$ cat config.mk
export PLATFORM = sky130hd
export DESIGN_NAME = hrd_top
export DESIGN_NICKNAME = d
export VERILOG_FILES = /design/src/include/hrd_pkg.sv /design/src/include/hrd_class_if.sv /design/src/hrd_addr_class.sv /design/src/hrd_top.sv
export SDC_FILE = /design/constraint.sdc
export NUM_CORES = 1
export LEC_CHECK = 0
export BUFFER_PORTS_ARGS = -buffer_cell sky130_fd_sc_hd__buf_2
export CAP_MARGIN = 20
export CORE_AREA = 2 2 142 144
export CTS_CLUSTER_DIAMETER = 120
export CTS_CLUSTER_SIZE = 30
export DETAILED_ROUTE_END_ITERATION = 10
export DIE_AREA = 0 0 144 146
export GPL_TIMING_DRIVEN = 1
export PLACE_DENSITY = 0.69
export SLEW_MARGIN = 20
export SYNTH_ARGS = -nofsm -noshare
export SYNTH_HDL_FRONTEND = slang
export SYNTH_SLANG_ARGS = --single-unit
export TNS_END_PERCENT = 30
$ cat constraint.sdc
create_clock -name ref_clk -period 6.3 [get_ports ref_clk]
set_clock_uncertainty 0.15 [all_clocks]
set_input_delay 0.315 -clock ref_clk [delete_from_list [all_inputs] [get_ports ref_clk]]
set_output_delay 0.315 -clock ref_clk [all_outputs]
set_load 0.05 [all_outputs]
$ cat src/include/hrd_pkg.sv
// Shared constants and types for the host register space decoder
package hrd_pkg;

   // Host pin widths: 2 MB memory window, byte-wide data
   localparam int unsigned HOST_ADDR_W = 21;
   localparam int unsigned HOST_DATA_W = 8;
   localparam int unsigned REG_OFF_W   = 16;
   localparam int unsigned INT_DATA_W  = 16;
   localparam int unsigned MASK_W      = 5;

   // Register space ranges
   localparam logic [15:0] OFF_SYS_ASYNC_LO  = 16'h0020;
   localparam logic [15:0] OFF_SYS_ASYNC_HI  = 16'h004f;
   localparam logic [15:0] OFF_HOST_LO       = 16'h0080;
   localparam logic [15:0] OFF_HOST_SYNC_LO  = 16'h00a8;
   localparam logic [15:0] OFF_HOST_HI       = 16'h00af;
   localparam logic [15:0] OFF_INTERNAL_LO   = 16'h00b0;

   // Host-only register offsets
   localparam logic [15:0] OFF_UWA_LO   = 16'h0080;
   localparam logic [15:0] OFF_UWA_HI   = 16'h0081;
   localparam logic [15:0] OFF_UW_MASK  = 16'h0082;
   localparam logic [15:0] OFF_HCTL0    = 16'h0084;
   localparam logic [15:0] OFF_HCTL1    = 16'h0085;
   localparam logic [15:0] OFF_HCTL2    = 16'h008a;
   localparam logic [15:0] OFF_IND_CTL  = 16'h00a6;
   localparam logic [15:0] OFF_IND_A0   = 16'h00a8;
   localparam logic [15:0] OFF_IND_A1   = 16'h00a9;
   localparam logic [15:0] OFF_IND_A2   = 16'h00aa;
   localparam logic [15:0] OFF_IND_A3   = 16'h00ab;
   localparam logic [15:0] OFF_IND_D0   = 16'h00ac;
   localparam logic [15:0] OFF_IND_D1   = 16'h00ad;

   // Mirror of shared registers in the internal space
   localparam logic [31:0] INT_REG_BASE = 32'h3800_0000;

   // Values after reset
   localparam logic [7:0]  RST_BYTE     = 8'h00;
   localparam logic [15:0] RST_HALF     = 16'h0000;
   localparam logic [31:0] RST_WORD     = 32'h0000_0000;
   localparam logic [4:0]  RST_MASK     = 5'h00;

   typedef enum logic [2:0] {
      ST_IDLE = 3'b001,
      ST_BUSY = 3'b010,
      ST_HOLD = 3'b100
   } hrd_state_t;

endpackage

$ cat src/include/hrd_class_if.sv
// Offset classification signals between top and classifier
`timescale 1ns/1ps
interface hrd_class_if;
   logic [15:0] offset;
   logic        sync_type;
   logic        host_only;
   logic        shared;
   logic        local_hit;

   modport dec (input offset, output sync_type, host_only, shared,
                local_hit);
   modport use_side (output offset, input sync_type, host_only, shared,
                     local_hit);
endinterface

$ cat src/hrd_addr_class.sv
// Classifier of register space offsets by range and type
`timescale 1ns/1ps
module hrd_addr_class
(
   hrd_class_if.dec cls
);

   always_comb
   begin
      cls.host_only = (cls.offset >= hrd_pkg::OFF_HOST_LO) &&
                      (cls.offset <= hrd_pkg::OFF_HOST_HI);
      cls.shared    = !cls.host_only;
      if (cls.host_only)
      begin
         cls.sync_type = (cls.offset >= hrd_pkg::OFF_HOST_SYNC_LO);
      end
      else
      begin
         // Gap offset 001Fh is counted with the synchronous block
         cls.sync_type = !((cls.offset >= hrd_pkg::OFF_SYS_ASYNC_LO) &&
                           (cls.offset <= hrd_pkg::OFF_SYS_ASYNC_HI));
      end
      cls.local_hit = cls.offset inside {
         hrd_pkg::OFF_UWA_LO, hrd_pkg::OFF_UWA_HI, hrd_pkg::OFF_UW_MASK,
         hrd_pkg::OFF_HCTL0, hrd_pkg::OFF_HCTL1, hrd_pkg::OFF_HCTL2,
         hrd_pkg::OFF_IND_CTL, hrd_pkg::OFF_IND_A0, hrd_pkg::OFF_IND_A1,
         hrd_pkg::OFF_IND_A2, hrd_pkg::OFF_IND_A3, hrd_pkg::OFF_IND_D0,
         hrd_pkg::OFF_IND_D1};
   end

endmodule // hrd_addr_class

$ cat src/hrd_top.sv
// Host parallel port decoder with host-only registers and forwarding
`timescale 1ns/1ps
// Overview of operation
// RULE1: CS low: select low reaches registers, select high the memory window.
// RULE2: Register space is 64 KB, decoded from the sixteen low address lines.
// RULE3: System offsets sync except 0020-004F async; mirrored at 3800_xxxx.
// RULE4: Host-only registers: 0080-0084 asynchronous, 00A8-00AD synchronous.
// RULE5: Upper window address at 0080-0081, window mask bits 20:16 at 0082.
// RULE6: Indirect access: 32-bit address 00A8-00AB, 16-bit data 00AC-00AD.
// RULE7: Offsets 00B0-FFFF: synchronous, shared, mirrored internal registers.
// RULE8: In power-save mode the host touches asynchronous registers only; memory window accesses are still forwarded.
// RULE9: Converter ports unreachable from host; internal use 32-bit only.
// RULE10: With serial flash disabled, nobody accesses the flash read region.
// RULE11: Everything is one 32-bit memory-mapped internal address space.
// RULE12: Host activity with chip select high is ignored entirely.
module hrd_top
#(
   parameter logic [31:0] CONV_LO  = 32'hf000_0000,
   parameter logic [31:0] CONV_HI  = 32'hffff_ffff,
   parameter logic [31:0] FLASH_LO = 32'h2000_0000,
   parameter logic [31:0] FLASH_HI = 32'h2fff_ffff
)
(
   input  wire logic        ref_clk,
   input  wire logic        reset_n,
   input  wire logic        host_cs_n,
   input  wire logic        host_mr_sel,
   input  wire logic        host_rd_n,
   input  wire logic        host_wr_n,
   input  wire logic [20:0] host_address_lines,
   input  wire logic [7:0]  host_data_in,
   output logic      [7:0]  host_data_out,
   output logic             host_data_oe,
   output logic             host_ready,
   input  wire logic        pwr_save_en,
   input  wire logic        spi_flash_en,
   output logic             int_req,
   output logic             int_we,
   output logic             int_size16,
   output logic      [31:0] int_addr,
   output logic      [15:0] int_wdata,
   input  wire logic        int_ack,
   input  wire logic [15:0] int_rdata,
   output logic             access_refused
);

   localparam int unsigned PIN_W =
      4 + hrd_pkg::HOST_ADDR_W + hrd_pkg::HOST_DATA_W;
   localparam logic [PIN_W-1:0] PIN_RST = {4'hb, {(PIN_W-4){1'b0}}};

   logic [PIN_W-1:0]   pin_s1_reg;
   logic [PIN_W-1:0]   pin_s2_reg;
   logic               cs_n_s;
   logic               mr_s;
   logic               rd_n_s;
   logic               wr_n_s;
   logic [20:0]        addr_s;
   logic [7:0]         data_s;
   logic               strobe_s;
   logic [31:0]        mem_addr;

   hrd_pkg::hrd_state_t state_reg;
   hrd_pkg::hrd_state_t state_next;
   logic [15:0]        uwa_reg;
   logic [15:0]        uwa_next;
   logic [4:0]         uwm_reg;
   logic [4:0]         uwm_next;
   logic [7:0]         hctl0_reg;
   logic [7:0]         hctl0_next;
   logic [7:0]         hctl1_reg;
   logic [7:0]         hctl1_next;
   logic [7:0]         hctl2_reg;
   logic [7:0]         hctl2_next;
   logic [7:0]         ictl_reg;
   logic [7:0]         ictl_next;
   logic [31:0]        iaddr_reg;
   logic [31:0]        iaddr_next;
   logic [7:0]         ilo_reg;
   logic [7:0]         ilo_next;
   logic [7:0]         ihi_reg;
   logic [7:0]         ihi_next;
   logic [7:0]         rdata_reg;
   logic [7:0]         rdata_next;
   logic               rd_reg;
   logic               rd_next;
   logic               mem_fwd_reg;
   logic               mem_fwd_next;
   logic               reg_fwd_reg;
   logic               reg_fwd_next;
   logic               ind_fwd_reg;
   logic               ind_fwd_next;
   logic               refused_reg;
   logic               refused_next;
   logic               req_reg;
   logic               req_next;
   logic               we_reg;
   logic               we_next;
   logic               sz16_reg;
   logic               sz16_next;
   logic [31:0]        iaout_reg;
   logic [31:0]        iaout_next;
   logic [15:0]        wd_reg;
   logic [15:0]        wd_next;

   hrd_class_if cls ();

   hrd_addr_class u_class
   (
      .cls (cls)
   );

   function automatic logic in_conv(input logic [31:0] a);
      return (a >= CONV_LO) && (a <= CONV_HI);
   endfunction

   function automatic logic blocked(input logic [31:0] a, input logic spi);
      return in_conv(a) || (!spi && (a >= FLASH_LO) && (a <= FLASH_HI));
   endfunction

   // Two-stage capture of every host pin
   always_ff @(posedge ref_clk)
   begin
      if (!reset_n)
      begin
         pin_s1_reg <= PIN_RST;
         pin_s2_reg <= PIN_RST;
      end
      else
      begin
         pin_s1_reg <= {host_cs_n, host_mr_sel, host_rd_n, host_wr_n,
                        host_address_lines, host_data_in};
         pin_s2_reg <= pin_s1_reg;
      end
   end

   assign cs_n_s   = pin_s2_reg[PIN_W-1];
   assign mr_s     = pin_s2_reg[PIN_W-2];
   assign rd_n_s   = pin_s2_reg[PIN_W-3];
   assign wr_n_s   = pin_s2_reg[PIN_W-4];
   assign addr_s   = pin_s2_reg[PIN_W-5 -: hrd_pkg::HOST_ADDR_W];
   assign data_s   = pin_s2_reg[hrd_pkg::HOST_DATA_W-1:0];
   assign strobe_s = !rd_n_s || !wr_n_s;
   assign cls.offset = addr_s[15:0]; // RULE2

   // Window base with host lines substituted under the mask
   assign mem_addr = {uwa_reg[15:5],
                      (uwm_reg & addr_s[20:16]) |
                      (~uwm_reg & uwa_reg[4:0]),
                      addr_s[15:0]}; // RULE5

   always_comb
   begin
      logic        go;
      logic [31:0] go_addr;
      logic        go16;
      logic [15:0] go_wd;
      go           = 1'b0;
      go_addr      = hrd_pkg::RST_WORD;
      go16         = 1'b0;
      go_wd        = hrd_pkg::RST_HALF;
      state_next   = state_reg;
      uwa_next     = uwa_reg;
      uwm_next     = uwm_reg;
      hctl0_next   = hctl0_reg;
      hctl1_next   = hctl1_reg;
      hctl2_next   = hctl2_reg;
      ictl_next    = ictl_reg;
      iaddr_next   = iaddr_reg;
      ilo_next     = ilo_reg;
      ihi_next     = ihi_reg;
      rdata_next   = rdata_reg;
      rd_next      = rd_reg;
      mem_fwd_next = mem_fwd_reg;
      reg_fwd_next = reg_fwd_reg;
      ind_fwd_next = ind_fwd_reg;
      refused_next = 1'b0;
      req_next     = req_reg;
      we_next      = we_reg;
      sz16_next    = sz16_reg;
      iaout_next   = iaout_reg;
      wd_next      = wd_reg;
      unique case (state_reg)
         hrd_pkg::ST_IDLE:
         begin
            // Nothing is decoded while chip select is high
            if (!cs_n_s && strobe_s) // RULE12
            begin
               rd_next      = !rd_n_s;
               rdata_next   = hrd_pkg::RST_BYTE;
               mem_fwd_next = 1'b0;
               reg_fwd_next = 1'b0;
               ind_fwd_next = 1'b0;
               state_next   = hrd_pkg::ST_HOLD;
               if (mr_s) // RULE1
               begin
                  go           = 1'b1;
                  go_addr      = mem_addr;
                  go_wd        = {8'h00, data_s};
                  mem_fwd_next = 1'b1;
               end
               else if (pwr_save_en && cls.sync_type) // RULE8
               begin
                  // Synchronous side may be unclocked: never touch it
                  refused_next = 1'b1;
               end
               else if (cls.local_hit) // RULE4
               begin
                  if (addr_s[15:0] == hrd_pkg::OFF_IND_D1 && wr_n_s == 1'b0)
                  begin
                     go           = 1'b1;
                     go_addr      = iaddr_reg;
                     go16         = 1'b1;
                     go_wd        = {data_s, ilo_reg};
                     ind_fwd_next = 1'b1; // RULE6
                  end
                  else if (addr_s[15:0] == hrd_pkg::OFF_IND_D0 &&
                           rd_n_s == 1'b0)
                  begin
                     go           = 1'b1;
                     go_addr      = iaddr_reg;
                     go16         = 1'b1;
                     ind_fwd_next = 1'b1; // RULE6
                  end
                  else if (rd_n_s == 1'b0)
                  begin
                     unique case (addr_s[15:0])
                        hrd_pkg::OFF_UWA_LO:  rdata_next = uwa_reg[7:0];
                        hrd_pkg::OFF_UWA_HI:  rdata_next = uwa_reg[15:8];
                        hrd_pkg::OFF_UW_MASK: rdata_next = {3'h0, uwm_reg};
                        hrd_pkg::OFF_HCTL0:   rdata_next = hctl0_reg;
                        hrd_pkg::OFF_HCTL1:   rdata_next = hctl1_reg;
                        hrd_pkg::OFF_HCTL2:   rdata_next = hctl2_reg;
                        hrd_pkg::OFF_IND_CTL: rdata_next = ictl_reg;
                        hrd_pkg::OFF_IND_A0:  rdata_next = iaddr_reg[7:0];
                        hrd_pkg::OFF_IND_A1:  rdata_next = iaddr_reg[15:8];
                        hrd_pkg::OFF_IND_A2:  rdata_next = iaddr_reg[23:16];
                        hrd_pkg::OFF_IND_A3:  rdata_next = iaddr_reg[31:24];
                        hrd_pkg::OFF_IND_D1:  rdata_next = ihi_reg;
                        default:              rdata_next = hrd_pkg::RST_BYTE;
                     endcase
                  end
                  else
                  begin
                     unique case (addr_s[15:0])
                        hrd_pkg::OFF_UWA_LO:  uwa_next[7:0]    = data_s;
                        hrd_pkg::OFF_UWA_HI:  uwa_next[15:8]   = data_s;
                        hrd_pkg::OFF_UW_MASK: uwm_next         = data_s[4:0];
                        hrd_pkg::OFF_HCTL0:   hctl0_next       = data_s;
                        hrd_pkg::OFF_HCTL1:   hctl1_next       = data_s;
                        hrd_pkg::OFF_HCTL2:   hctl2_next       = data_s;
                        hrd_pkg::OFF_IND_CTL: ictl_next        = data_s;
                        hrd_pkg::OFF_IND_A0:  iaddr_next[7:0]  = data_s;
                        hrd_pkg::OFF_IND_A1:  iaddr_next[15:8] = data_s;
                        hrd_pkg::OFF_IND_A2:  iaddr_next[23:16] = data_s;
                        hrd_pkg::OFF_IND_A3:  iaddr_next[31:24] = data_s;
                        hrd_pkg::OFF_IND_D0:  ilo_next         = data_s;
                        default:              ilo_next         = ilo_reg;
                     endcase
                  end
               end
               else if (cls.shared) // RULE3 RULE7
               begin
                  go           = 1'b1;
                  go_addr      = hrd_pkg::INT_REG_BASE |
                                 {16'h0000, addr_s[15:0]};
                  go_wd        = {8'h00, data_s};
                  reg_fwd_next = 1'b1;
               end
            end
         end
         hrd_pkg::ST_BUSY:
         begin
            if (int_ack) // RULE11
            begin
               req_next   = 1'b0;
               state_next = hrd_pkg::ST_HOLD;
               if (rd_reg)
               begin
                  rdata_next = int_rdata[7:0];
                  if (ind_fwd_reg)
                  begin
                     ihi_next = int_rdata[15:8];
                  end
               end
            end
         end
         hrd_pkg::ST_HOLD:
         begin
            if (cs_n_s || !strobe_s)
            begin
               state_next = hrd_pkg::ST_IDLE;
            end
         end
      endcase
      if (go)
      begin
         // Converter ports and a disabled flash region are never reached
         if (blocked(go_addr, spi_flash_en)) // RULE9 RULE10
         begin
            refused_next = 1'b1;
         end
         else
         begin
            req_next   = 1'b1;
            we_next    = wr_n_s == 1'b0;
            sz16_next  = go16;
            iaout_next = go_addr;
            wd_next    = go_wd;
            state_next = hrd_pkg::ST_BUSY;
         end
      end
   end

   always_ff @(posedge ref_clk)
   begin
      if (!reset_n)
      begin
         state_reg   <= hrd_pkg::ST_IDLE;
         uwa_reg     <= hrd_pkg::RST_HALF;
         uwm_reg     <= hrd_pkg::RST_MASK;
         hctl0_reg   <= hrd_pkg::RST_BYTE;
         hctl1_reg   <= hrd_pkg::RST_BYTE;
         hctl2_reg   <= hrd_pkg::RST_BYTE;
         ictl_reg    <= hrd_pkg::RST_BYTE;
         iaddr_reg   <= hrd_pkg::RST_WORD;
         ilo_reg     <= hrd_pkg::RST_BYTE;
         ihi_reg     <= hrd_pkg::RST_BYTE;
         rdata_reg   <= hrd_pkg::RST_BYTE;
         rd_reg      <= 1'b0;
         mem_fwd_reg <= 1'b0;
         reg_fwd_reg <= 1'b0;
         ind_fwd_reg <= 1'b0;
         refused_reg <= 1'b0;
         req_reg     <= 1'b0;
         we_reg      <= 1'b0;
         sz16_reg    <= 1'b0;
         iaout_reg   <= hrd_pkg::RST_WORD;
         wd_reg      <= hrd_pkg::RST_HALF;
      end
      else
      begin
         state_reg   <= state_next;
         uwa_reg     <= uwa_next;
         uwm_reg     <= uwm_next;
         hctl0_reg   <= hctl0_next;
         hctl1_reg   <= hctl1_next;
         hctl2_reg   <= hctl2_next;
         ictl_reg    <= ictl_next;
         iaddr_reg   <= iaddr_next;
         ilo_reg     <= ilo_next;
         ihi_reg     <= ihi_next;
         rdata_reg   <= rdata_next;
         rd_reg      <= rd_next;
         mem_fwd_reg <= mem_fwd_next;
         reg_fwd_reg <= reg_fwd_next;
         ind_fwd_reg <= ind_fwd_next;
         refused_reg <= refused_next;
         req_reg     <= req_next;
         we_reg      <= we_next;
         sz16_reg    <= sz16_next;
         iaout_reg   <= iaout_next;
         wd_reg      <= wd_next;
      end
   end

   assign int_req        = req_reg;
   assign int_we         = we_reg;
   assign int_size16     = sz16_reg;
   assign int_addr       = iaout_reg;
   assign int_wdata      = wd_reg;
   assign access_refused = refused_reg;
   assign host_data_out  = rdata_reg;
   assign host_ready     = state_reg == hrd_pkg::ST_HOLD;
   assign host_data_oe   = host_ready && rd_reg && !cs_n_s;

   AST_CS_IGNORE: assert property (@(posedge ref_clk) // RULE12
      disable iff (!reset_n)
      state_reg == hrd_pkg::ST_IDLE && cs_n_s |=>
      state_reg == hrd_pkg::ST_IDLE && !int_req && !access_refused)
      else $error("access decoded with chip select high");
   AST_MEM_LOW: assert property (@(posedge ref_clk) // RULE1
      disable iff (!reset_n)
      $rose(int_req) && mem_fwd_reg |-> int_addr[15:0] == addr_s[15:0])
      else $error("memory window low address wrong");
   AST_WIN_MASK: assert property (@(posedge ref_clk) // RULE5
      disable iff (!reset_n)
      $rose(int_req) && mem_fwd_reg |-> int_addr[31:16] ==
      {uwa_reg[15:5], (uwm_reg & addr_s[20:16]) | (~uwm_reg & uwa_reg[4:0])})
      else $error("upper window or mask not applied");
   AST_MIRROR: assert property (@(posedge ref_clk) // RULE7
      disable iff (!reset_n)
      $rose(int_req) && reg_fwd_reg |-> int_addr[31:16] ==
      hrd_pkg::INT_REG_BASE[31:16] && int_addr[15:0] == addr_s[15:0] &&
      !int_size16)
      else $error("shared register not mirrored");
   AST_INDIRECT: assert property (@(posedge ref_clk) // RULE6
      disable iff (!reset_n)
      $rose(int_req) && ind_fwd_reg |-> int_addr == iaddr_reg && int_size16)
      else $error("indirect access address or size wrong");
   AST_PSAVE: assert property (@(posedge ref_clk) // RULE8
      disable iff (!reset_n)
      state_reg == hrd_pkg::ST_IDLE && !cs_n_s && strobe_s && !mr_s &&
      pwr_save_en && cls.sync_type |=> access_refused ##1 !int_req)
      else $error("synchronous access in power save not refused");
   AST_NO_CONV: assert property (@(posedge ref_clk) // RULE9
      disable iff (!reset_n)
      int_req |-> !in_conv(int_addr))
      else $error("converter port reached from host");
   AST_REQ_HOLD: assert property (@(posedge ref_clk) // RULE11
      disable iff (!reset_n)
      int_req && !int_ack |=> int_req && $stable(int_addr) &&
      $stable(int_wdata))
      else $error("internal request dropped before answer");
   AST_ACK_DONE: assert property (@(posedge ref_clk) // RULE11
      disable iff (!reset_n)
      int_req && int_ack |=> !int_req && host_ready)
      else $error("answer not passed to host");
   AST_ASYNC_OK: assert property (@(posedge ref_clk) // RULE3
      disable iff (!reset_n)
      cls.offset inside {[16'h0020:16'h004f], [16'h0080:16'h0084]} |->
      !cls.sync_type)
      else $error("asynchronous offset classed synchronous");

endmodule // hrd_top

==> results of run 1 <==
-- stage by stage --
| stage | std cells | setup WS (ns) | util | area (µm²) | hold slack [ns] |
|---|---|---|---|---|---|
| after floorplan | 1096 | 3.35 | - | 10100 | 0.236 |
| after global placement | 1396 | 1.95 | 0.553 | 10700 | 0.239 |
| after detailed placement | 1396 | 1.73 | 0.553 | 10700 | 0.245 |
| after CTS | 1455 | 1.72 | 0.592 | 11400 | 0.00405 |
| after global routing | 1455 | 1.80 | 0.593 | 11500 | 0.0182 |
| final | 1455 | 2.07 | 0.593 | 11500 | 0.0161 |
-- cell families (layout without fill, tap and decap cells) --
| family | after synthesis | after routing | synth area share |
|---|---|---|---|
| AND/OR/NAND/NOR | 389 | 389 | 0.204 |
| AO/OA/AOI/OAI | 273 | 273 | 0.206 |
| multiplexers | 61 | 61 | 0.0683 |
| buffers and inverters | 139 | 233 | 0.0604 |
| flip-flops | 232 | 232 | 0.460 |
| XOR/XNOR | 2 | 2 | 0.00173 |
-- synthesized netlist by cell type (all sizes together) (2+ instances only) --
library cell,n
a22o,30
a211oi,75
mux2,4
nand4b,2
mux4,5
dfxtp,232
nand2b,11
nand2,116
or3,2
a311oi,2
o21ai,21
a222oi,2
nor4b,2
a22oi,20
mux2i,52
nor4,11
nand3b,2
a31oi,6
o31ai,2
a32oi,2
nor2b,6
or4b,2
nand3,61
or4,3
nor2,72
a21oi,74
or3b,2
a21o,9
nor3,9
a221oi,4
buf,39
o211ai,3
clkbuf,52
inv,48
nand4,14
a32o,11
nor3b,2
a2111oi,4
and3,5
and2,64
-- cell type report --
cell class | instances | share of cell area
Inverter | 48 | 0.0159
Clock buffer | 12 | 0.0252
Timing Repair Buffer | 172 | 0.0976
Clock inverter | 1 | 0.000765
Multi-Input combinational cell | 725 | 0.426
Sequential cell | 232 | 0.405
Tap cell | 265 | 0.0289
-- routing by layer --
layer	up-vias	track usage	routed length [µm]
li1	4072	-	-
met1	4135	0.384	12600
met2	315	0.427	13400
met3	59	0.0444	2120
met4	0	0.0877	922
met5	-	0	0
-- worst paths after layout --
check / depth (start not counted) / start / endpoint
worst min-delay path: 3 / int_rdata[1] / host_data_out[1]
worst max register to register: 9 / pin_s2_reg[11] / int_addr[19]
worst min register to register: 1 / pin_s1_reg[29] / pin_s2_reg[29]
worst max-delay path: 9 / pin_s2_reg[11] / int_addr[19]
-- worst register-to-register path: cells and delay by family, from the launching register on --
family	cells	cell delay, ns
AOI/OAI and AO/OA	5	1.96
buffers and inverters	1	0.44
DFF	1	0.81
muxes	1	0.27
and+or+nand+nor	2	0.45
-- power by group through the flow --
| stage | logic (mW) | registers (mW) | clock network, mW |
|---|---|---|---|
| 2_1_floorplan | 0.114 | 1.55 | 0 |
| 3_3_place_gp | 0.165 | 1.55 | 0 |
| 3_5_place_dp | 0.166 | 1.55 | 0 |
| 4_1_cts | 0.189 | 1.52 | 0.798 |
| 5_1_grt | 0.206 | 1.53 | 0.838 |
| 6_report | 0.190 | 1.52 | 0.779 |
==> results by stage, run 1 <==
Yosys:
- The area fraction of the dominant cell type after synthesis is 0.460.
- After synthesis, the mean cell area works out to roughly 9.2 µm².
- After synthesis, the cell types taking the most area are sky130_fd_sc_hd__dfxtp_1, sky130_fd_sc_hd__mux2i_1, sky130_fd_sc_hd__nand2_1.
- In the synthesized netlist the async set-or-reset flop fraction comes to 0.
- The number of different library cells used by synthesis comes to roughly 70.
- The synthesized design spends more area on one cell type than any other, namely sky130_fd_sc_hd__dfxtp_1.
- For this run, the register share of the synthesized area comes to 0.460.
- The number of enable-type register cells in the synthesized netlist is 0.
- The prevailing post-synth register cell is sky130_fd_sc_hd__dfxtp_1.
- The synthesis warning total is 0.
- Synthesis inferred roughly 230 register bits.
- The post-synth net total is 1,150.
- In the synthesized netlist, the number of instances is 1,096.
- Summing every instance area after synthesis gives 10,100 µm².

Timing:
- The final-report setup violation count is 0.
- In the finished design, the share of the clock period the worst path needs comes to 0.672.
- The number of hold-slack violations in the final timing report is 0.
- Setup repair after global routing left no endpoint under its margin.
- The final max-slew violation count came to 0.
- Based on the critical path, the design can be clocked at up to between 200 and 250 MHz.
- The total negative slack for setup checks is 0 ns.
- The smallest clock period supported by the final layout is computed as about 4.2 ns.
- The transition at the pin with the smallest max-transition slack is between 1 and 1.5 ns.
- In this run the tightest slew margin relative to its limit is 0.295.

GRT:
- The number of antenna violations at the first check in global routing was 0.
- The maximum number of pins on one net before global-route repair is about 80.
- The via count of the first global-routing pass is between 8,000 and 9,000.
- The total overflow left after global routing is 0.
- The all-layer global routing usage is 0.273.
- The first global-routing pass estimated roughly 45 mm of wire.

Clock tree:
- The clock tree root driver cell is sky130_fd_sc_hd__clkbuf_16.
- The clock latency at the later pin of the worst-skew pair is between 0.4 and 0.5 ns.
- TritonCTS built the clock tree.
- Hold repair after CTS inserted 46 buffers.
- The clock drives roughly 230 sinks.
- Post-CTS timing repair inserted 0 buffers for setup.
- The number of cells upsized or downsized after cts is 0.
- The CTS buffer count is 11.
- CTS built an H-tree with a depth of 1.
- The largest buffer count on any clock path is 3.
- The clock-pin slew of the registers on the worst-case setup and hold paths is about 0.11 ns.

Route:
- The wire length reported by the detailed router is a little under 30 mm.
- The pre-antenna-repair detailed-routing pass consisted of 6 iterations.
- The number of DRC violations after detailed-routing iteration 0 is between 900 and 1,000.
- The detail-routed net length per standard cell is 19.9 µm.
- The total via count after detailed routing is roughly 8,600.
- The total DRC errors in the routed layout is 0.
- After detailed routing, the number of vias per cell comes to slightly below 6.
- In this run the remaining antenna-violating nets after routing total 0.

Finish:
- Of the cells placed in the final design, the portion with a size suffix greater than 1 is 0.170.
- The top cell types in the final layout, fill and taps aside, are sky130_fd_sc_hd__dfxtp_1, sky130_fd_sc_hd__nand2_1, sky130_fd_sc_hd__buf_2, sky130_fd_sc_hd__a21oi_1, sky130_fd_sc_hd__nor2_1.
- The number of nets in the layout is between 1,000 and 1,500.
- Relative to the synthesized area, the layout overhead comes to 13.4%.
- Summing all flip-flop and latch instances after layout gives approximately 4600 µm².
- The most common library cell in the layout ignoring fill and taps is sky130_fd_sc_hd__dfxtp_1.
- In the final layout, the multi-input gates occupy 4880 µm².
- Fill cells in the final layout number between 1,500 and 2,000.
- The number of inserted diodes is 0.

Die:
- The core region area is roughly 19,000 µm².
- The effective utilization at floorplan is 0.523.
- The die extent in x is approximately 140 µm.
- The die covers 21,000 µm².
- The die is about 150 µm tall.
- The number of ports placed on the die boundary is roughly 120.
- The floorplan row count is just over 50.

Critical path:
- The startpoint class of the critical path is a flop.
- The largest single stage delay on the critical path is roughly 0.81 ns.
- STA classifies the critical path endpoint as a flop.
- The signal on the critical path passes through nand2b_1 -> nor3_1 -> a2111oi_0 -> a21oi_2 -> a22oi_4 -> mux2i_4 -> buf_4 -> a21o_4 -> a211oi_2.
- For this design, the slowest cell found on the critical path is sky130_fd_sc_hd__dfxtp_1.
- Together, buffers and inverters on the worst path number 1.
- The type of the setup path with the least slack is flop to flop.
- The setup check on the worst reg-to-reg path leaves a slack of ~2.1 ns.
- Among cell families on the critical path, the largest total delay comes from compound AO/OA/AOI/OAI gates.
- The largest fanout of any net on the critical path is 48.
- The worst endpoint required time is roughly 6.5 ns.
- The arrival time at the worst endpoint is 4.41 ns.

Power:
- The power per standard cell area is 218 nW/µm².
- The share of total power dissipated in sequential elements is 0.611.
- The largest voltage drop on the vdd net is 187 µV.
- Summed over all nets, the switching power comes to slightly below 0.6 mW.
- The cell leakage power is ~4.1 nW.
- Power comes to between 2 and 2.5 mW.
- The internal portion of the total power is between 1.5 and 2 mW.
- The switching fraction of total power is 0.238.
- The portion of total power attributed to combinational logic is 0.076.
- Of the total power, the clock network draws 0.312.

Placement:
- The number of port buffers is between 100 and 150.
- The placed wire-length estimate is 19.6 mm.
- At the end of routability-driven placement, the weighted congestion stood at between 0.9 and 1.

Outcome:
- The run finished with clean final reports.

Job:
- The tool flagged a number of max-cap violations equal to 0.

Min path:
- The tightest min-delay check is of the input pin to flop type.
Power figures use the tool's default switching activity.
==> run 2: changes to the inputs <==
--- a/config.mk
+++ b/config.mk
@@ -13,7 +13,7 @@
 export DETAILED_ROUTE_END_ITERATION = 10
 export DIE_AREA = 0 0 144 146
 export GPL_TIMING_DRIVEN = 1
-export PLACE_DENSITY = 0.69
+export PLACE_DENSITY = 0.72
 export SLEW_MARGIN = 20
 export SYNTH_ARGS = -nofsm -noshare
 export SYNTH_HDL_FRONTEND = slang
==> constraint.sdc (replaced) <==
create_clock -name ref_clk -period 3.39 [get_ports ref_clk]
set_clock_uncertainty 0.15 [all_clocks]
set_input_delay 0.1695 -clock ref_clk [delete_from_list [all_inputs] [get_ports ref_clk]]
set_output_delay 0.1695 -clock ref_clk [all_outputs]
set_load 0.05 [all_outputs]
==> results by stage, run 2 (same netlist as run 1, synthesis figures left out) <==
GRT:
- The number of antenna violations at the first check in global routing is 0 (unchanged).
- The maximum number of pins on one net before global-route repair is 103 (+32%).
- The global route total overflow is 0 (unchanged).
- The global-route wire length before repair came to 44.9 mm (-0.34%).
- The all-layer global routing usage is 0.270 (-0.00302).
- The via count of the first global-routing pass came to 8,176 (+0.84%).

Die:
- The die height is 146 µm (unchanged).
- The die extent in x is 144 µm (unchanged).
- The floorplan row count is 51 (unchanged).
- The area of the die was 21,000 µm² (unchanged).
- The effective utilization at floorplan is 0.523 (unchanged).
- The number of ports placed on the die boundary came to 116 (unchanged).
- The core region area is 19,300 µm² (unchanged).

Finish:
- The core occupancy in the finished layout is 0.617 (+0.0249).
- The sequential cell area in the final layout is 4640 µm² (unchanged).
- The total non-filler cell area in the finished layout is 11,900 µm² (+4.2%).
- The area added between synthesis and finish is 18.1%.
- The most common library cell in the layout ignoring fill and taps is sky130_fd_sc_hd__dfxtp_1.
- The top cell types in the final layout, fill and taps aside, are sky130_fd_sc_hd__dfxtp_1, sky130_fd_sc_hd__nand2_1, sky130_fd_sc_hd__buf_2, sky130_fd_sc_hd__a21oi_1, sky130_fd_sc_hd__nor2_1.
- The ratio of cells with drive above 1 in the final layout was 0.202 (+0.0322).
- The number of inserted diodes is 0 (unchanged).
- The fill cell total of the finished layout came to 1,703 (-1.4%).
- The combined area of the multi-input logic cells is 4870 µm² (-0.15%).
- The number of nets in the layout is 1,298 (+4.3%).

Timing:
- The headroom to the max-slew limit is 0.364 (+0.0692).
- Setup repair after global routing left no endpoint under its margin.
- The shortest period the worst path allows is 3.25 ns (-0.978 ns).
- The final worst-path setup slack is 0.137 ns (-1.93 ns).
- The final max-slew violation count came to 0 (unchanged).
- The number of hold-slack violations in the final timing report is 0 (unchanged).
- The highest clock rate is 307 MHz (+30%).
- The final-report setup violation count came to 0 (unchanged).
- The transition at the pin with the smallest max-transition slack is 0.953 ns (-0.0993 ns).
- The fraction of the cycle the final worst path needs is 0.959 (+0.288).
- The total negative slack for setup checks is 0 ns (unchanged).

Route:
- The wire length reported by the detailed router is 28.9 mm (-0.31%).
- The total via count after detailed routing was 8,645 (+0.75%).
- The count of nets left with antenna violations after detail routing came to 0 (unchanged).
- The total DRC errors in the routed layout is 0 (unchanged).
- The iteration count of the initial detailed-routing pass is 5 (-1).
- The routed via count divided by cell count is 5.73 (-2.8%).
- The detail-routed net length per standard cell is 19.2 µm (-3.8%).
- The number of DRC violations after detailed-routing iteration 0 is 854 (-9.1%).

Critical path:
- The worst endpoint required time is 3.59 ns (-2.88 ns).
- The type of destination of the critical path is a flop.
- By startpoint and endpoint, the worst setup path is classified as flop to flop.
- The stage delay of the slowest cell on the critical path is 0.61 ns (-0.20 ns).
- The largest fanout of any net on the critical path is 8 (-83%).
- For this design, the slowest cell found on the critical path is sky130_fd_sc_hd__or4_1.
- The length in cells of the worst reg-to-reg path is 10 (+1).
- The dominant delay contributor by cell family on the critical path is simple AND/OR/NAND/NOR gates.
- The arrival time at the worst endpoint is 3.45 ns (-0.96 ns).
- The buffers plus inverters on the worst setup path came to 2 (+1).
- The reg-to-reg critical path startpoint is pin_s2_reg[16].
- The endpoint of the worst register-to-register path is iaddr_reg[31].
- The startpoint class of the critical path is a flop.
- The slack of the worst reg-to-reg path came to 0.14 ns (-1.93 ns).
- The critical path goes through or4_1 -> buf_4 -> nor3_4 -> o31ai_2 -> buf_4 -> nor4_4 -> nand2_1 -> nor2_4 -> mux2i_1 -> nor2_1.
- The most numerous cell type found on the critical path is sky130_fd_sc_hd__buf_4.

Clock tree:
- CTS placed an instance of sky130_fd_sc_hd__clkbuf_16 at the clock tree root.
- The H-tree depth is 1 (unchanged).
- The CTS buffer count is 11 (unchanged).
- The CTS sink count is 232 (unchanged).
- The largest buffer count on any clock path is 3 (unchanged).
- The clock latency at the later pin of the worst-skew pair is 0.47 ns (about the same).
- TritonCTS built the clock tree.
- The clock-pin slew of the registers on the worst-case setup and hold paths is 0.11 ns (about the same).

Power:
- The switching fraction of total power came to 0.240 (+0.00169).
- The total internal power is 3.53 mW (+86%).
- The proportion of power drawn by the clock network is 0.308 (-0.004).
- The cell leakage power was 4.43 nW (+7.0%).
- The sequential cell fraction of total power was 0.606 (-0.005).
- The largest voltage drop on the vdd net came to 287 µV (+53%).
- The total net switching power was 1.11 mW (+88%).
- The power per standard cell area is 389 nW/µm² (+79%).
- The portion of total power attributed to combinational logic came to 0.086 (+0.010).

Min path:
- The worst hold path depth is 3 (unchanged).
- The launch point of the worst hold path is reset_n.
- The worst min-delay path category is input pin to flop.
- The hold-critical path endpoint is ilo_reg[6].

Outcome:
- The run finished with clean final reports.

Placement:
- The post-placement cell area was 11,100 µm² (+4.1%).
- The placed wire-length estimate is 20.2 mm (+2.8%).
- The worst-case setup slack after placement is 0.155 ns (-1.58 ns).
- The number of port buffers came to 115 (unchanged).
- The global placement routability congestion came to 0.962 (about the same).

Job:
- The max capacitance violation total was 0 (unchanged).
run 2: power by group through the flow:
stage	clock network (mW)	logic, mW	registers (mW)
6_report	1.43	0.399	2.82
3_5_place_dp	0	0.349	2.88
2_1_floorplan	0	0.212	2.89
3_3_place_gp	0	0.346	2.88
5_1_grt	1.55	0.427	2.82
4_1_cts	1.46	0.394	2.81
run 2: what timing repair did:
item | in CTS | in global routing
setup endpoints to repair | 0 | 14
hold endpoints to repair | 51 | 0
buffers inserted | 0 | 1
hold buffers | 50 | 0
gates resized for setup | 0 | 2
run 2: cell type report:
| class | count | share of cell area |
|---|---|---|
| flip-flops and latches | 232 | 0.389 |
| repair buffers | 226 | 0.136 |
| clock buffers | 11 | 0.0231 |
| multi-input cells | 725 | 0.408 |
| inverters | 48 | 0.0153 |
| clock inverters | 1 | 0.000734 |
| well taps | 265 | 0.0278 |
run 2: worst max path at each step:
stage	endpoint	from	cells past startpoint
floorplan	int_size16	pin_s2_reg[21]	10
global placement	int_wdata[14]	pin_s2_reg[21]	10
detailed placement	int_wdata[14]	pin_s2_reg[21]	10
CTS	int_wdata[14]	pin_s2_reg[21]	10
global route	int_wdata[13]	pin_s2_reg[8]	12
finish	iaddr_reg[31]	pin_s2_reg[16]	10
run 2: through the flow:
stage                     hold slack, ns  std cells  power (mW)
after CTS                         0.0183       1507        4.67
final                             0.0285       1508        4.64
after global placement             0.199       1445        3.22
after floorplan                    0.121       1096        3.10
after global routing              0.0354       1508        4.80
after detailed placement           0.217       1445        3.22
run 2: tightest hold or removal path, delay by kind of cell:
kind,cells,cell delay (ns)
simple gates,1,0.12
buf+inv,2,0.32
run 2: routing by layer:
| layer | GRT usage | wire length (µm) | share of wire |
|---|---|---|---|
| met5 | 0 | 0 | 0 |
| met1 | 0.377 | 12800 | 0.44 |
| met2 | 0.450 | 14000 | 0.48 |
| met4 | 0.0647 | 690 | 0.024 |
| met3 | 0.0260 | 1390 | 0.048 |
==> run 3: changes to the inputs <==
--- a/config.mk
+++ b/config.mk
@@ -7,15 +7,15 @@
 export LEC_CHECK = 0
 export BUFFER_PORTS_ARGS = -buffer_cell sky130_fd_sc_hd__buf_2
 export CAP_MARGIN = 20
-export CORE_AREA = 2 2 142 144
+export CORE_AREA = 2 2 134 149
 export CTS_CLUSTER_DIAMETER = 120
-export CTS_CLUSTER_SIZE = 30
 export DETAILED_ROUTE_END_ITERATION = 10
-export DIE_AREA = 0 0 144 146
+export DIE_AREA = 0 0 136 151
 export GPL_TIMING_DRIVEN = 1
-export PLACE_DENSITY = 0.72
+export PLACE_DENSITY = 0.71
 export SLEW_MARGIN = 20
 export SYNTH_ARGS = -nofsm -noshare
 export SYNTH_HDL_FRONTEND = slang
+export SYNTH_HIERARCHICAL = 1
 export SYNTH_SLANG_ARGS = --single-unit
 export TNS_END_PERCENT = 30
==> results by stage, run 3 <==
Finish:
- The number of standard cells in the layout, taps in and fillers out is 1,504 (-0.27%).
- The number of inserted diodes is 0 (unchanged).
- The library cells used most frequently in the layout, excluding fill and tap cells, are sky130_fd_sc_hd__dfxtp_1, sky130_fd_sc_hd__nand2_1, sky130_fd_sc_hd__buf_2, sky130_fd_sc_hd__a21oi_1, sky130_fd_sc_hd__nor2_1.
- From synthesis to final layout, the design area changed by 24.3%.
- Leaving out fill and tap cells, the most frequent cell in the layout is sky130_fd_sc_hd__dfxtp_1.
- The number of nets in the layout is 1,293 (-0.39%).
- The core occupancy in the finished layout is 0.636 (+0.0188).
- The fill cell total of the finished layout is 1,593 (-6.5%).
- The total non-filler cell area in the finished layout is 12,100 µm² (+1.1%).
- The ratio of cells with drive above 1 in the final layout came to 0.186 (-0.0158).

Placement:
- The global placement routability congestion is 0.931 (-3.2%).
- The number of port buffers is 115 (unchanged).
- The placed wire-length estimate came to 18.7 mm (-7.5%).
- The post-placement cell area is 10,600 µm² (-4.5%).
- The total placed cells including tap cells was 1,405 (-2.8%).

Yosys:
- The synthesis warning total is 6 (+6).
- The number of cells produced by synthesis was 1,079 (-1.6%).
- The post-synthesis area per instance was 8.99 µm² (-2.5%).
- The post-synth net total is 1,133 (-1.5%).
- The cell area after synthesis is 9700 µm² (-4.0%).

Critical path:
- The dominant delay contributor by cell family on the critical path is compound AO/OA/AOI/OAI gates.
- The slowest stage of the critical path belongs to the cell sky130_fd_sc_hd__a2111oi_4.
- The instance count on the critical path is 11 (+1).
- The largest fanout of any net on the critical path is 5 (-3).
- The critical path goes through nor4_4 -> nand4b_2 -> a211oi_2 -> a21bo_2 -> nor2_4 -> nand3_2 -> a2111oi_4 -> nor2_1 -> o21ai_0 -> buf_4 -> a21oi_1.
- The type of the setup path with the least slack is flop to flop.
- The slack of the worst reg-to-reg path is 0.22 ns (+0.08 ns).
- The worst setup path is launched from a flop.
- The type of destination of the critical path is a flop.
- The worst endpoint required time is 3.62 ns (+0.03 ns).
- The reg-to-reg critical path startpoint is pin_s2_reg[20].
- The arrival time at the worst endpoint is 3.41 ns (-0.04 ns).
- The endpoint of the worst register-to-register path is int_addr[23].
- The stage delay of the slowest cell on the critical path came to 0.47 ns (-0.14 ns).
- The length in cells of the worst reg-to-reg path came to 11 (+1).
- The buffers plus inverters on the worst setup path is 1 (-1).

Route:
- The number of DRC violations after detailed-routing iteration 0 is 677 (-21%).
- The count of nets left with antenna violations after detail routing is 0 (unchanged).
- The detail-routed net length per standard cell is 18.7 µm (-2.3%).
- The total via count after detailed routing is 8,530 (-1.3%).
- The total DRC errors in the routed layout came to 0 (unchanged).
- The wire length reported by the detailed router is 28.1 mm (-2.6%).
- The routed via count divided by cell count was 5.67 (-1.1%).
- The iteration count of the initial detailed-routing pass is 5 (unchanged).

Timing:
- The headroom to the max-slew limit is 0.411 (+0.0472).
- The shortest period the worst path allows is 3.17 ns (-0.0814 ns).
- The number of hold-slack violations in the final timing report is 0 (unchanged).
- The final max-slew violation count is 0 (unchanged).
- The highest clock rate was 315 MHz (+2.6%).
- The transition at the pin with the smallest max-transition slack is 0.882 ns (-0.0707 ns).
- The fraction of the cycle the final worst path needs is 0.935 (-0.0240).
- The final-report setup violation count is 0 (unchanged).
- The final hold slack came to 0.216 ns (+0.188 ns).

GRT:
- The global-route wire length before repair came to 44.4 mm (-1.1%).
- The all-layer global routing usage is 0.275 (+0.00539).
- The via count of the first global-routing pass is 8,146 (-0.37%).
- The number of antenna violations at the first check in global routing is 0 (unchanged).
- The maximum number of pins on one net before global-route repair was 86 (-17%).
- The global route total overflow is 0 (unchanged).

Die:
- The effective utilization at floorplan is 0.512 (-0.0110).
- The core region area is 19,000 µm² (-1.9%).
- The floorplan row count is 53 (+3.9%).
- The die extent in x is 136 µm (-5.6%).
- The die height is 151 µm (+3.4%).
- The number of ports placed on the die boundary is 116 (unchanged).
- The area of the die is 20,500 µm² (-2.3%).

Clock tree:
- The CTS sink count is 232 (unchanged).
- The clock-pin slew of the registers on the worst-case setup and hold paths is 0.07 ns (-0.04 ns).
- The CTS buffer count was 24 (+13).
- The H-tree depth was 1 (unchanged).
- The clock latency at the later pin of the worst-skew pair came to 0.52 ns (+0.05 ns).
- The clock tree root driver cell is sky130_fd_sc_hd__clkbuf_16.
- The largest buffer count on any clock path is 3 (unchanged).
- TritonCTS built the clock tree.

Min path:
- The launch point of the worst hold path is host_wr_n.
- The hold-critical path endpoint is pin_s1_reg[29].
- The worst hold path depth is 3 (unchanged).
- The worst min-delay path category is input pin to flop.

Power:
- The cell leakage power came to 4.87 nW (+9.9%).
- The largest voltage drop on the vdd net came to 440 µV (+54%).
- The power per standard cell area came to 495 nW/µm² (+27%).

Job:
- The max capacitance violation total is 0 (unchanged).

Outcome:
- The flow ran to the end, and the final reports show no timing, DRC or antenna violations.
[run 3: cell type report]
cell class,instances,area [µm²],area share
Timing Repair Buffer,216,1520,0.126
Inverter,4,17.5,0.00145
Clock buffer,34,719,0.0596
Clock inverter,10,144,0.0119
Tap cell,247,309,0.0256
Sequential cell,232,4650,0.385
Multi-Input combinational cell,761,4710,0.391
[run 3: routing by layer]
| layer | global-route usage | part of all wire | up-vias |
|---|---|---|---|
| li1 | - | - | 4133 |
| met1 | 0.376 | 0.44 | 4005 |
| met2 | 0.445 | 0.46 | 345 |
| met3 | 0.0482 | 0.077 | 47 |
| met4 | 0.0823 | 0.022 | 0 |
| met5 | 0 | 0 | - |
[run 3: worst max-delay path by stage]
stage | startpoint | end | slack, ns
after floorplan | pin_s2_reg[22] | state_reg[1] | 0.37
after detailed placement | pin_s2_reg[22] | int_addr[12] | 0.14
after global placement | pin_s2_reg[22] | state_reg[1] | 0.19
after global routing | pin_s2_reg[20] | int_addr[23] | -0.009
after CTS | pin_s2_reg[22] | int_addr[12] | 0.11
final | pin_s2_reg[20] | int_addr[23] | 0.22
[run 3: worst reg2reg max path, delay by kind of cell, from the launching register on]
family / cells / cell delay (ns)
compound gates: 5 / 1.34
simple gates: 5 / 1.02
flops: 1 / 0.37
buf+inv: 1 / 0.17
[run 3: where the power goes]
| group | leakage, nW | internal, mW | switching [mW] |
|---|---|---|---|
| clock | 0.428 | 1.71 | 1.11 |
| sequential | 1.88 | 2.77 | 0.0510 |
| combinational | 2.56 | 0.150 | 0.180 |
| total | 4.87 | 4.63 | 1.34 |
[run 3: what timing repair did]
action,CTS,global route
hold endpoints to repair,56,0
setup buffers,0,2
setup endpoints to repair,0,71
hold buffers,53,0
gates resized for setup,0,7
[run 3: per-stage QoR]
stage | TNS, ns | worst slack [ns] | power (mW)
finish | 0 | 0.219 | 5.97
global route | -0.00904 | -0.00904 | 6.16
CTS | 0 | 0.113 | 6.00
detailed placement | 0 | 0.136 | 3.15
global placement | 0 | 0.193 | 3.15
floorplan | 0 | 0.372 | 3.04
